`src/rtl/aloc_map.svh`:
```
// register offsets, field positions and timing counts for the list offset and sample control
`ifndef ALOC_MAP_SVH
`define ALOC_MAP_SVH
// list offsets are kept as word indices; the bus sees four times the index
`define ALOC_IDX_LIST0 8'h24
`define ALOC_IDX_LIST1 8'h25
`define ALOC_OFF_LIST0 (`ALOC_IDX_LIST0 << 2)
`define ALOC_OFF_LIST1 (`ALOC_IDX_LIST1 << 2)
`define ALOC_OFF_CTRL 8'h28
`define ALOC_OFF_CMD_BASE 8'h2C
`define ALOC_OFF_RES_BASE 8'h30
`define ALOC_OFF_INDEX 8'h34
`define ALOC_OFF_START 8'h38
`define ALOC_OFF_STATUS 8'h3C
`define ALOC_OFF_RESULT 8'h40
`define ALOC_CTRL_EN 0
`define ALOC_CTRL_SMOD 1
`define ALOC_CTRL_LSEL 2
`define ALOC_CTRL_SMP_LO 8
`define ALOC_CTRL_SMP_HI 12
`define ALOC_CTRL_CH_LO 16
`define ALOC_CTRL_CH_HI 20
`define ALOC_CTRL_RES_LO 24
`define ALOC_CTRL_RES_HI 25
`define ALOC_CTRL_RESET 32'h0000_0000
`define ALOC_OFFSET_RESET 7'h00
`define ALOC_PUMP_CYCLES 4'h2
`define ALOC_BUF_CYCLES 5'h02
`define ALOC_SMP_BASE 5'h04
`define ALOC_SMP_MAX 5'h14
`define ALOC_CMD_SHIFT 2
`define ALOC_RES_SHIFT 1
`endif

```
`src/rtl/aloc_pkg.sv`:
```
// types shared by the list offset and sample control block
package aloc_pkg;
    // converter phase, one-hot
    typedef enum logic [5:0] {
        ALOC_IDLE = 6'b000001,
        ALOC_PUMP = 6'b000010,
        ALOC_SBUF = 6'b000100,
        ALOC_SDIR = 6'b001000,
        ALOC_CONV = 6'b010000,
        ALOC_DONE = 6'b100000
    } aloc_phase_type;
    // analog switch controls toward the sample node
    typedef struct packed {
        logic pump;
        logic buf_conn;
        logic dir_conn;
        logic hold;
    } aloc_switch_type;
    // memory addresses formed for the list engine
    typedef struct packed {
        logic [23:0] cmd_addr;
        logic [23:0] res_addr;
    } aloc_addr_type;
endpackage

```
`src/rtl/aloc_ctrl.sv`:
```
// list offset registers, address forming and sample/hold sequencer on AXI4-Lite
`timescale 1ns/1ps
`include "aloc_map.svh"
module aloc_ctrl
    import aloc_pkg::*;
#(
    parameter int NCH = 16,
    parameter int MAXBITS = 12
) (
    input wire logic clk,
    input wire logic rst,
    input wire logic [7:0] s_axi_awaddr,
    input wire logic s_axi_awvalid,
    output logic s_axi_awready,
    input wire logic [31:0] s_axi_wdata,
    input wire logic [3:0] s_axi_wstrb,
    input wire logic s_axi_wvalid,
    output logic s_axi_wready,
    output logic [1:0] s_axi_bresp,
    output logic s_axi_bvalid,
    input wire logic s_axi_bready,
    input wire logic [7:0] s_axi_araddr,
    input wire logic s_axi_arvalid,
    output logic s_axi_arready,
    output logic [31:0] s_axi_rdata,
    output logic [1:0] s_axi_rresp,
    output logic s_axi_rvalid,
    input wire logic s_axi_rready,
    input wire logic comp_in,
    output logic [NCH-1:0] chan_sel,
    output aloc_switch_type sw,
    output logic [MAXBITS-1:0] dac_code,
    output aloc_addr_type addr,
    output logic conv_busy
);
    // elaboration checks: channel field is 5 bits, sar datapath fixed at 12
    if (NCH < 2 || NCH > 32) $error("NCH out of range");
    if (MAXBITS != 12) $error("MAXBITS must be 12");

    // bus state
    logic [7:0] awaddr_q;
    logic aw_have_q;
    logic [31:0] wdata_q;
    logic [3:0] wstrb_q;
    logic w_have_q;
    // software registers
    logic [31:0] ctrl_q;
    logic [6:0] off1_q; // list one offset, objects
    logic [23:0] cmd_base_q;
    logic [23:0] res_base_q;
    logic [5:0] idx_q;
    logic start_q; // one-cycle start pulse
    // sequencer
    aloc_phase_type phase_q;
    logic [4:0] cnt_q;
    logic [4:0] smp_q; // latched total sample cycles
    logic [3:0] bit_q;
    logic [11:0] sar_q;
    logic [11:0] result_q;
    logic done_flag_q;
    logic wr_fire;

    // field views
    logic en;
    logic smod;
    logic lsel;
    logic [4:0] smp_sel;
    logic [4:0] ch_sel;
    logic [1:0] res_sel;
    assign en = ctrl_q[`ALOC_CTRL_EN];
    assign smod = ctrl_q[`ALOC_CTRL_SMOD];
    assign lsel = ctrl_q[`ALOC_CTRL_LSEL];
    assign smp_sel = ctrl_q[`ALOC_CTRL_SMP_HI:`ALOC_CTRL_SMP_LO];
    assign ch_sel = ctrl_q[`ALOC_CTRL_CH_HI:`ALOC_CTRL_CH_LO];
    assign res_sel = ctrl_q[`ALOC_CTRL_RES_HI:`ALOC_CTRL_RES_LO];

    // byte-lane merge of a written word
    function automatic logic [31:0] merge(input logic [31:0] old, input logic [31:0] nw,
                                          input logic [3:0] st);
        logic [31:0] r;
        r = old;
        for (int i = 0; i < 4; i++) begin
            if (st[i]) r[i*8 +: 8] = nw[i*8 +: 8];
        end
        return r;
    endfunction

    // object count to byte offset
    function automatic logic [23:0] objs(input logic [6:0] n, input int sh);
        return 24'(n) << sh;
    endfunction

    // offset selected by list choice; list zero is a hard zero
    function automatic logic [6:0] sel_off(input logic s, input logic [6:0] o1);
        return s ? o1 : `ALOC_OFFSET_RESET;
    endfunction

    // result bit count from resolution code
    function automatic logic [3:0] nbits(input logic [1:0] r);
        case (r)
            2'h0: return 4'h8;
            2'h1: return 4'hA;
            default: return 4'hC;
        endcase
    endfunction

    // write address and data captured in either order
    assign wr_fire = aw_have_q && w_have_q && !s_axi_bvalid;
    always_ff @(posedge clk or posedge rst) begin
        if (rst) begin
            aw_have_q <= 1'b0;
            awaddr_q <= 8'h00;
            s_axi_awready <= 1'b1;
        end else if (s_axi_awvalid && s_axi_awready) begin
            aw_have_q <= 1'b1;
            awaddr_q <= s_axi_awaddr;
            s_axi_awready <= 1'b0;
        end else if (wr_fire) begin
            aw_have_q <= 1'b0;
            s_axi_awready <= 1'b1;
        end
    end

    // write data channel
    always_ff @(posedge clk or posedge rst) begin
        if (rst) begin
            w_have_q <= 1'b0;
            wdata_q <= 32'h0000_0000;
            wstrb_q <= 4'h0;
            s_axi_wready <= 1'b1;
        end else if (s_axi_wvalid && s_axi_wready) begin
            w_have_q <= 1'b1;
            wdata_q <= s_axi_wdata;
            wstrb_q <= s_axi_wstrb;
            s_axi_wready <= 1'b0;
        end else if (wr_fire) begin
            w_have_q <= 1'b0;
            s_axi_wready <= 1'b1;
        end
    end

    // write response; unmapped addresses answer slverr
    always_ff @(posedge clk or posedge rst) begin
        if (rst) begin
            s_axi_bvalid <= 1'b0;
            s_axi_bresp <= 2'h0;
        end else if (wr_fire) begin
            s_axi_bvalid <= 1'b1;
            case (awaddr_q)
                `ALOC_OFF_LIST0, `ALOC_OFF_LIST1, `ALOC_OFF_CTRL, `ALOC_OFF_CMD_BASE,
                `ALOC_OFF_RES_BASE, `ALOC_OFF_INDEX, `ALOC_OFF_START: s_axi_bresp <= 2'h0;
                default: s_axi_bresp <= 2'h2;
            endcase
        end else if (s_axi_bready) begin
            s_axi_bvalid <= 1'b0;
        end
    end

    // control and pointer registers; pointers lock while enabled with smod clear
    always_ff @(posedge clk or posedge rst) begin
        if (rst) begin
            ctrl_q <= `ALOC_CTRL_RESET;
            off1_q <= `ALOC_OFFSET_RESET;
            cmd_base_q <= 24'h00_0000;
            res_base_q <= 24'h00_0000;
            idx_q <= 6'h00;
            start_q <= 1'b0;
        end else begin
            start_q <= 1'b0;
            if (wr_fire) begin
                case (awaddr_q)
                    `ALOC_OFF_CTRL: ctrl_q <= merge(ctrl_q, wdata_q, wstrb_q);
                    `ALOC_OFF_LIST1: begin
                        // the byte lane is lane 0 of the aligned word
                        if ((!en || smod) && wstrb_q[0]) off1_q <= wdata_q[6:0];
                    end
                    `ALOC_OFF_CMD_BASE: if (!en || smod) cmd_base_q <= {wdata_q[23:2], 2'h0};
                    `ALOC_OFF_RES_BASE: if (!en || smod) res_base_q <= {wdata_q[23:1], 1'h0};
                    `ALOC_OFF_INDEX: if (!en || smod) idx_q <= wdata_q[5:0];
                    `ALOC_OFF_START: start_q <= wdata_q[0] && en;
                    default: ; // list zero and unmapped ignore writes
                endcase
            end
        end
    end

    // read channel; list zero offset always reads zero
    always_ff @(posedge clk or posedge rst) begin
        if (rst) begin
            s_axi_arready <= 1'b1;
            s_axi_rvalid <= 1'b0;
            s_axi_rdata <= 32'h0000_0000;
            s_axi_rresp <= 2'h0;
        end else if (s_axi_arvalid && s_axi_arready) begin
            s_axi_arready <= 1'b0;
            s_axi_rvalid <= 1'b1;
            s_axi_rresp <= 2'h0;
            s_axi_rdata <= 32'h0000_0000; // unmapped places read zero
            case (s_axi_araddr)
                `ALOC_OFF_LIST0: s_axi_rdata <= 32'h0000_0000;
                `ALOC_OFF_LIST1: s_axi_rdata <= {25'h0, off1_q};
                `ALOC_OFF_CTRL: s_axi_rdata <= ctrl_q;
                `ALOC_OFF_CMD_BASE: s_axi_rdata <= {8'h00, cmd_base_q};
                `ALOC_OFF_RES_BASE: s_axi_rdata <= {8'h00, res_base_q};
                `ALOC_OFF_INDEX: s_axi_rdata <= {26'h0, idx_q};
                `ALOC_OFF_STATUS: s_axi_rdata <= {26'h0, phase_q};
                `ALOC_OFF_RESULT: s_axi_rdata <= {19'h0, done_flag_q, result_q};
                default: s_axi_rresp <= 2'h2;
            endcase
        end else if (s_axi_rvalid && s_axi_rready) begin
            s_axi_rvalid <= 1'b0;
            s_axi_arready <= 1'b1;
        end
    end

    // fetch and store addresses from base, selected offset and index
    always_ff @(posedge clk or posedge rst) begin
        if (rst) begin
            addr <= '0;
        end else begin
            addr.cmd_addr <= cmd_base_q + objs(sel_off(lsel, off1_q), `ALOC_CMD_SHIFT)
                + objs({1'b0, idx_q}, `ALOC_CMD_SHIFT);
            addr.res_addr <= res_base_q + objs(sel_off(lsel, off1_q), `ALOC_RES_SHIFT)
                + objs({1'b0, idx_q}, `ALOC_RES_SHIFT);
        end
    end

    // phase sequencer: pump, buffered, direct, convert
    always_ff @(posedge clk or posedge rst) begin
        if (rst) begin
            phase_q <= ALOC_IDLE;
            cnt_q <= 5'h00;
            smp_q <= `ALOC_SMP_BASE;
        end else begin
            cnt_q <= cnt_q + 5'h01; // default count, exits from idle, pump, buffered and direct reload it
            case (phase_q)
                ALOC_IDLE: begin
                    if (start_q) begin
                        phase_q <= ALOC_PUMP;
                        cnt_q <= 5'h01;
                        // reserved codes clamp to longest legal time
                        smp_q <= (smp_sel > `ALOC_SMP_MAX) ? `ALOC_SMP_MAX + `ALOC_SMP_BASE
                                 : smp_sel + `ALOC_SMP_BASE;
                    end
                end
                ALOC_PUMP: begin
                    if (cnt_q == 5'({1'b0, `ALOC_PUMP_CYCLES})) begin
                        phase_q <= ALOC_SBUF;
                        cnt_q <= 5'h01;
                    end
                end
                ALOC_SBUF: begin
                    if (cnt_q == `ALOC_BUF_CYCLES) begin
                        phase_q <= ALOC_SDIR;
                        cnt_q <= 5'h01;
                    end
                end
                ALOC_SDIR: begin
                    // remainder of total sample time
                    if (cnt_q == smp_q - `ALOC_BUF_CYCLES) begin
                        phase_q <= ALOC_CONV;
                        cnt_q <= 5'h00;
                    end
                end
                ALOC_CONV: if (bit_q == 4'h0) phase_q <= ALOC_DONE; // last bit taken
                ALOC_DONE: phase_q <= ALOC_IDLE;
                default: phase_q <= ALOC_IDLE;
            endcase
        end
    end

    // successive approximation, one comparator sample per bit
    always_ff @(posedge clk or posedge rst) begin
        if (rst) begin
            bit_q <= 4'h0;
            sar_q <= 12'h000;
            result_q <= 12'h000;
            done_flag_q <= 1'b0;
        end else begin
            if (phase_q == ALOC_SDIR && cnt_q == smp_q - `ALOC_BUF_CYCLES) begin
                bit_q <= nbits(res_sel);
                sar_q <= 12'h800; // trial msb
                done_flag_q <= 1'b0;
            end else if (phase_q == ALOC_CONV && bit_q != 4'h0) begin
                // keep or drop trial bit, set next one
                if (!comp_in) sar_q[11 - (nbits(res_sel) - bit_q)] <= 1'b0;
                if (bit_q != 4'h1) sar_q[10 - (nbits(res_sel) - bit_q)] <= 1'b1;
                bit_q <= bit_q - 4'h1;
            end else if (phase_q == ALOC_DONE) begin
                result_q <= sar_q >> (4'hC - nbits(res_sel)); // right justified
                done_flag_q <= 1'b1;
            end
        end
    end

    // analog switch and channel drive
    always_ff @(posedge clk or posedge rst) begin
        if (rst) begin
            sw <= '0;
            chan_sel <= '0;
            dac_code <= '0;
            conv_busy <= 1'b0;
        end else begin
            sw.pump <= (phase_q == ALOC_PUMP);
            sw.buf_conn <= (phase_q == ALOC_SBUF);
            sw.dir_conn <= (phase_q == ALOC_SDIR);
            sw.hold <= (phase_q == ALOC_CONV);
            chan_sel <= (phase_q == ALOC_SBUF || phase_q == ALOC_SDIR)
                ? NCH'(1) << (6'(ch_sel) % 6'(NCH)) : '0;
            dac_code <= sar_q;
            conv_busy <= !(phase_q == ALOC_IDLE);
        end
    end

    // switches never overlap and channel select is one-hot or off
    property p_switch_exclusive;
        @(posedge clk) disable iff (rst)
        $onehot0({sw.pump, sw.buf_conn, sw.dir_conn, sw.hold}) && $onehot0(chan_sel);
    endproperty
    a_switch_exclusive: assert property (p_switch_exclusive)
        else $error("switches overlap");
    property p_buf_two;
        @(posedge clk) disable iff (rst)
        $rose(sw.buf_conn) |-> sw.buf_conn[*2] ##1 (!sw.buf_conn && sw.dir_conn);
    endproperty
    a_buf_two: assert property (p_buf_two)
        else $error("buffered period not two cycles");
    property p_pump_two;
        @(posedge clk) disable iff (rst)
        $rose(sw.pump) |-> sw.pump[*2] ##1 sw.buf_conn;
    endproperty
    a_pump_two: assert property (p_pump_two)
        else $error("pump phase not two cycles");
    property p_hold_disc;
        @(posedge clk) disable iff (rst)
        sw.hold |-> (chan_sel == '0) && !sw.buf_conn && !sw.dir_conn;
    endproperty
    a_hold_disc: assert property (p_hold_disc)
        else $error("input connected during hold");
    property p_list0_zero;
        @(posedge clk) disable iff (rst)
        (s_axi_arvalid && s_axi_arready && s_axi_araddr == `ALOC_OFF_LIST0)
            |=> s_axi_rdata == 32'h0000_0000;
    endproperty
    a_list0_zero: assert property (p_list0_zero)
        else $error("list zero offset not zero");
    property p_lock;
        @(posedge clk) disable iff (rst)
        (en && !smod) |=> $stable(off1_q);
    endproperty
    a_lock: assert property (p_lock)
        else $error("offset changed while locked");
    // inputs unchanged for one edge, so the registered address reflects them now
    property p_addr;
        @(posedge clk) disable iff (rst)
        $stable(lsel) && $stable(off1_q) && $stable(cmd_base_q) && $stable(idx_q)
            |-> addr.cmd_addr == cmd_base_q + (lsel ? 24'(off1_q) << 2 : 24'h0)
                + (24'(idx_q) << 2);
    endproperty
    a_addr: assert property (p_addr)
        else $error("command address wrong");
    property p_direct_follows;
        @(posedge clk) disable iff (rst)
        $fell(sw.dir_conn) |-> sw.hold;
    endproperty
    a_direct_follows: assert property (p_direct_follows)
        else $error("direct period not followed by hold");

endmodule // aloc_ctrl

```
`config.mk`:
```
export PLATFORM = sky130hd
export DESIGN_NAME = aloc_ctrl
export DESIGN_NICKNAME = d
export VERILOG_FILES = /design/src/rtl/aloc_pkg.sv /design/src/rtl/aloc_ctrl.sv
export VERILOG_INCLUDE_DIRS = /design/src /design/src/rtl
export SDC_FILE = /design/constraint.sdc
export NUM_CORES = 1
export LEC_CHECK = 0
export BUFFER_PORTS_ARGS = -buffer_cell sky130_fd_sc_hd__clkbuf_2
export CAP_MARGIN = 5
export CELL_PAD_IN_SITES_DETAIL_PLACEMENT = 0
export CELL_PAD_IN_SITES_GLOBAL_PLACEMENT = 1
export CORE_MARGIN = 3
export CORE_UTILIZATION = 42
export CTS_CLUSTER_SIZE = 8
export DETAILED_ROUTE_END_ITERATION = 8
export GPL_TIMING_DRIVEN = 0
export PLACE_DENSITY = 0.75
export SETUP_SLACK_MARGIN = 0.02
export SLEW_MARGIN = 20
export SYNTH_ARGS = -nofsm -noshare
export SYNTH_HDL_FRONTEND = slang
export SYNTH_SLANG_ARGS = --single-unit
```
`constraint.sdc`:
```
create_clock -name clk -period 12.5 [get_ports clk]
set_input_delay 3.75 -clock clk [delete_from_list [all_inputs] [get_ports clk]]
set_output_delay 3.75 -clock clk [all_outputs]
set_load 0.01 [all_outputs]
```
==> key figures <==
Synth
  – Sequential area share after synthesis: 0.5466
  – Syn Area/Cell: roughly 12 um2
  – Cell variety after synth: slightly below 80
  – Post-synth ARST share: 1.000
  – Synth top area share: 0.5370
  – Top cell type by total area after synthesis: dfrtp_1
  – Synth Register Bits: between 200 and 300
  – Post-synth EDFFs: 0
  – Ranking of synthesized cells by area: dfrtp_1, mux2_2, nand2_1
  – Synth Instances: about 1,200
  – Commonest cells post-synth: dfrtp_1, mux2_2, nand2_1
  – Top-count cell post-synth: dfrtp_1
  – YS warnings: 0
  – Post-synth top flop: dfrtp_1
  – Mapped Area: around 14,000 um2

Floorplan
  – Num rows: 65
  – CORE AREA: roughly 32,000 um2
  – Ports: around 180
  – Die width: about 190 um
  – Die ar.: between 30,000 and 40,000 um2
  – Die span in y: 186.6 um
  – Initial Util: 0.4297

Placed design
  – Port bufs: between 150 and 200
  – Routability Congestion: 0.8875
  – Post-DP HPWL: roughly 26,000 um
  – Pre-CTS setup slack: about 6.4 ns
  – Placed inst area: about 15,000 um2

Critical path
  – Max FO, Critical Path: 10
  – Crit path DAT: around 6.1 ns
  – Worst path required time: between 10 and 15 ns
  – CP Capture Type: flop
  – Critical path class: input pin to flop
  – Startpoint Class: input pin

STA
  – Slew headroom: 0.3877
  – Final Setup Violations: 0
  – Hold violation total from the final report: 0
  – Setup ws final: between 6 and 7 ns
  – Clock skew: approximately 0.018 ns
  – Slew Limit Fails: 0
  – Final Cycle Share: 0.4545
  – Worst Tran Pin Value: approximately 0.92 ns
  – Peak Freq: approximately 180 MHz
  – RSZ-0062 raised after global routing: no
  – Final Critical Period: roughly 5.7 ns
  – Setup TNS: 0 ns

Clock tree
  – Post_cts resized: 0
  – Clk_lat worst skew: around 0.54 ns
  – Clk buf depth: 3
  – Clock Sinks: between 200 and 300
  – Cts hold-fix bufs: 0
  – TritonCTS buffer count: between 40 and 50
  – Htree depth: 2
  – Setup bufs post-CTS: 0
  – Clock transition at the registers of the reported paths: 0.05 ns
  – Root Buffer: clkbuf_16
  – CTS tree: built

Power and ir drop
  – Psw: around 660 uW
  – Reg power frac: 0.477
  – Pint: between 1.5 and 2 mW
  – Leakage: ~8 nW
  – Peak supply drop: 88.73 uV
  – Logic pwr share: 0.110
  – Power per cell area: 153.4 nW/um2
  – Pwr Total: about 2.5 mW
  – Sw frac: 0.2609
  – Clock power frac: 0.413

Routing
  – Via Count: 9,729
  – DRC viols: 0
  – DR WL/cell: about 19 um
  – Routed wire length: around 35,000 um
  – Final ANT Viol Nets: 0
  – Via/cell ratio: between 5 and 6
  – Drt first pass iters: 6
  – Initial DRC Count: 631

Layout
  – Layout cell share with drive strength beyond 1: 0.2918
  – Design area: around 16,000 um2
  – Nets: about 1,500
  – Area Overhead vs Synth: 19.89%
  – Register area: around 7500 um2
  – Area of the multi-input gates: around 6000 um2
  – Fillers: between 2,000 and 3,000

GRT
  – First-pass GRT wire length: between 50,000 and 60,000 um
  – Initial antenna violation count: 1
  – Largest net degree at the start of global routing: 84
  – Vias in the first global route: a little under 10,000
  – Total global-route track usage: 0.2034
  – Total gr overflow: 0

Run status
  – Run status: finished, final reports clean

Worst hold path
  – Hold WC Path Type: flop to flop

Job
  – Max-cap violation count: 0
==> final cells by class <==
class	instances	share of cell area
clock buffers	60	0.06939
clock inverters	4	0.003504
inverters	51	0.01211
diodes	1	0.0001523
repair buffers	178	0.05835
plain buffers	41	0.01135
multi-input cells	772	0.3561
well taps	435	0.03314
flip-flops and latches	299	0.4559
==> through the flow <==
step           hold slack (ns)  utilization  std cells
2_1_floorplan           0.3743            -       1163
3_3_place_gp            0.4349       0.4748       1773
3_5_place_dp            0.4121       0.4776       1776
4_1_cts                 0.4302       0.5151       1840
5_1_grt                 0.4440       0.5151       1840
6_report                0.4219       0.5152       1841
==> kinds of logic (layout without fill, tap and decap cells) <==
logic type | count (synthesis) | count (layout) | synth area share
AOI/OAI and AO/OA | 192 | 192 | 0.09900
xor gates and xnor gates | 52 | 52 | 0.03324
adders and majority gates | 44 | 44 | 0.04785
buffers and inverters | 92 | 334 | 0.02758
DFF | 299 | 299 | 0.5466
muxes | 153 | 153 | 0.1246
other | 1 | 6 | 0.0002737
and+or+nand+nor | 326 | 326 | 0.1209
==> final timing paths <==
path / slack (ns) / endpoint / depth (start not counted) / startpoint
min in group asynchronous: 3.24 / addr[9] / 2 / rst
worst max-delay path: 6.82 / s_axi_rdata[13] / 7 / s_axi_araddr[1]
worst min register to register: 0.42 / dac_code[0] / 0 / sar_q[0]
max in group asynchronous: 7.76 / phase_q[0] / 5 / rst
worst min-delay path: 0.42 / dac_code[0] / 0 / sar_q[0]
worst max register to register: 8.92 / sar_q[9] / 10 / ctrl_q[24]
==> critical path: stages <==
cell	delay, ns
clkbuf_2	0.12
nor2_1	0.28
nand2_1	0.24
nor2_1	0.74
clkbuf_1	0.57
a222oi_1	0.26
o21ai_1	0.15
==> power by group through the flow <==
stage                     Sequential, mW  Combinational (mW)  Clock, mW
after floorplan                     1.19               0.192          0
after global placement              1.21               0.270          0
after detailed placement            1.22               0.281          0
after CTS                           1.20               0.283       1.07
after global routing                1.22               0.309       1.11
final                               1.20               0.278       1.04
==> metal layers <==
metal,global-route usage,part of all wire
met1,0.2826,0.45
met2,0.3209,0.46
met3,0.04772,0.068
met4,0.05845,0.024
met5,0,0.000028
==> state kept, by name, summed over array words and instances, names as in the netlist, 4 cells and up <==
name and count:
chan_sel 16, wstrb_q 4, addr 45, res_base_q 23, off1_q 7, sw 4, result_q 12, cnt_q 5
dac_code 12, idx_q 6, s_axi_rdata 32, awaddr_q 8, ctrl_q 32, bit_q 4, cmd_base_q 22, sar_q 12
phase_q 6, wdata_q 32, smp_q 5
==> placed cells by master, fill, tap and decap left out, drive strengths merged, types with 6 or more instances in the layout <==
cell and instances:
dfrtp 294, clkbuf 257, mux2 140, nand2 120, nor2 80, o21ai 70
inv 52, nand3 31, xnor2 30, ha 30, a22oi 24, xor2 22
buf 22, a21oi 19, nor3 15, fa 14, mux2i 13, nor2b 12
a222oi 12, a22o 11, nor4 11, and2 10, nand2b 9, o211ai 8
nand4 7, a32o 7, o21a 6
Note: power is estimated with default switching activity, not from simulation.
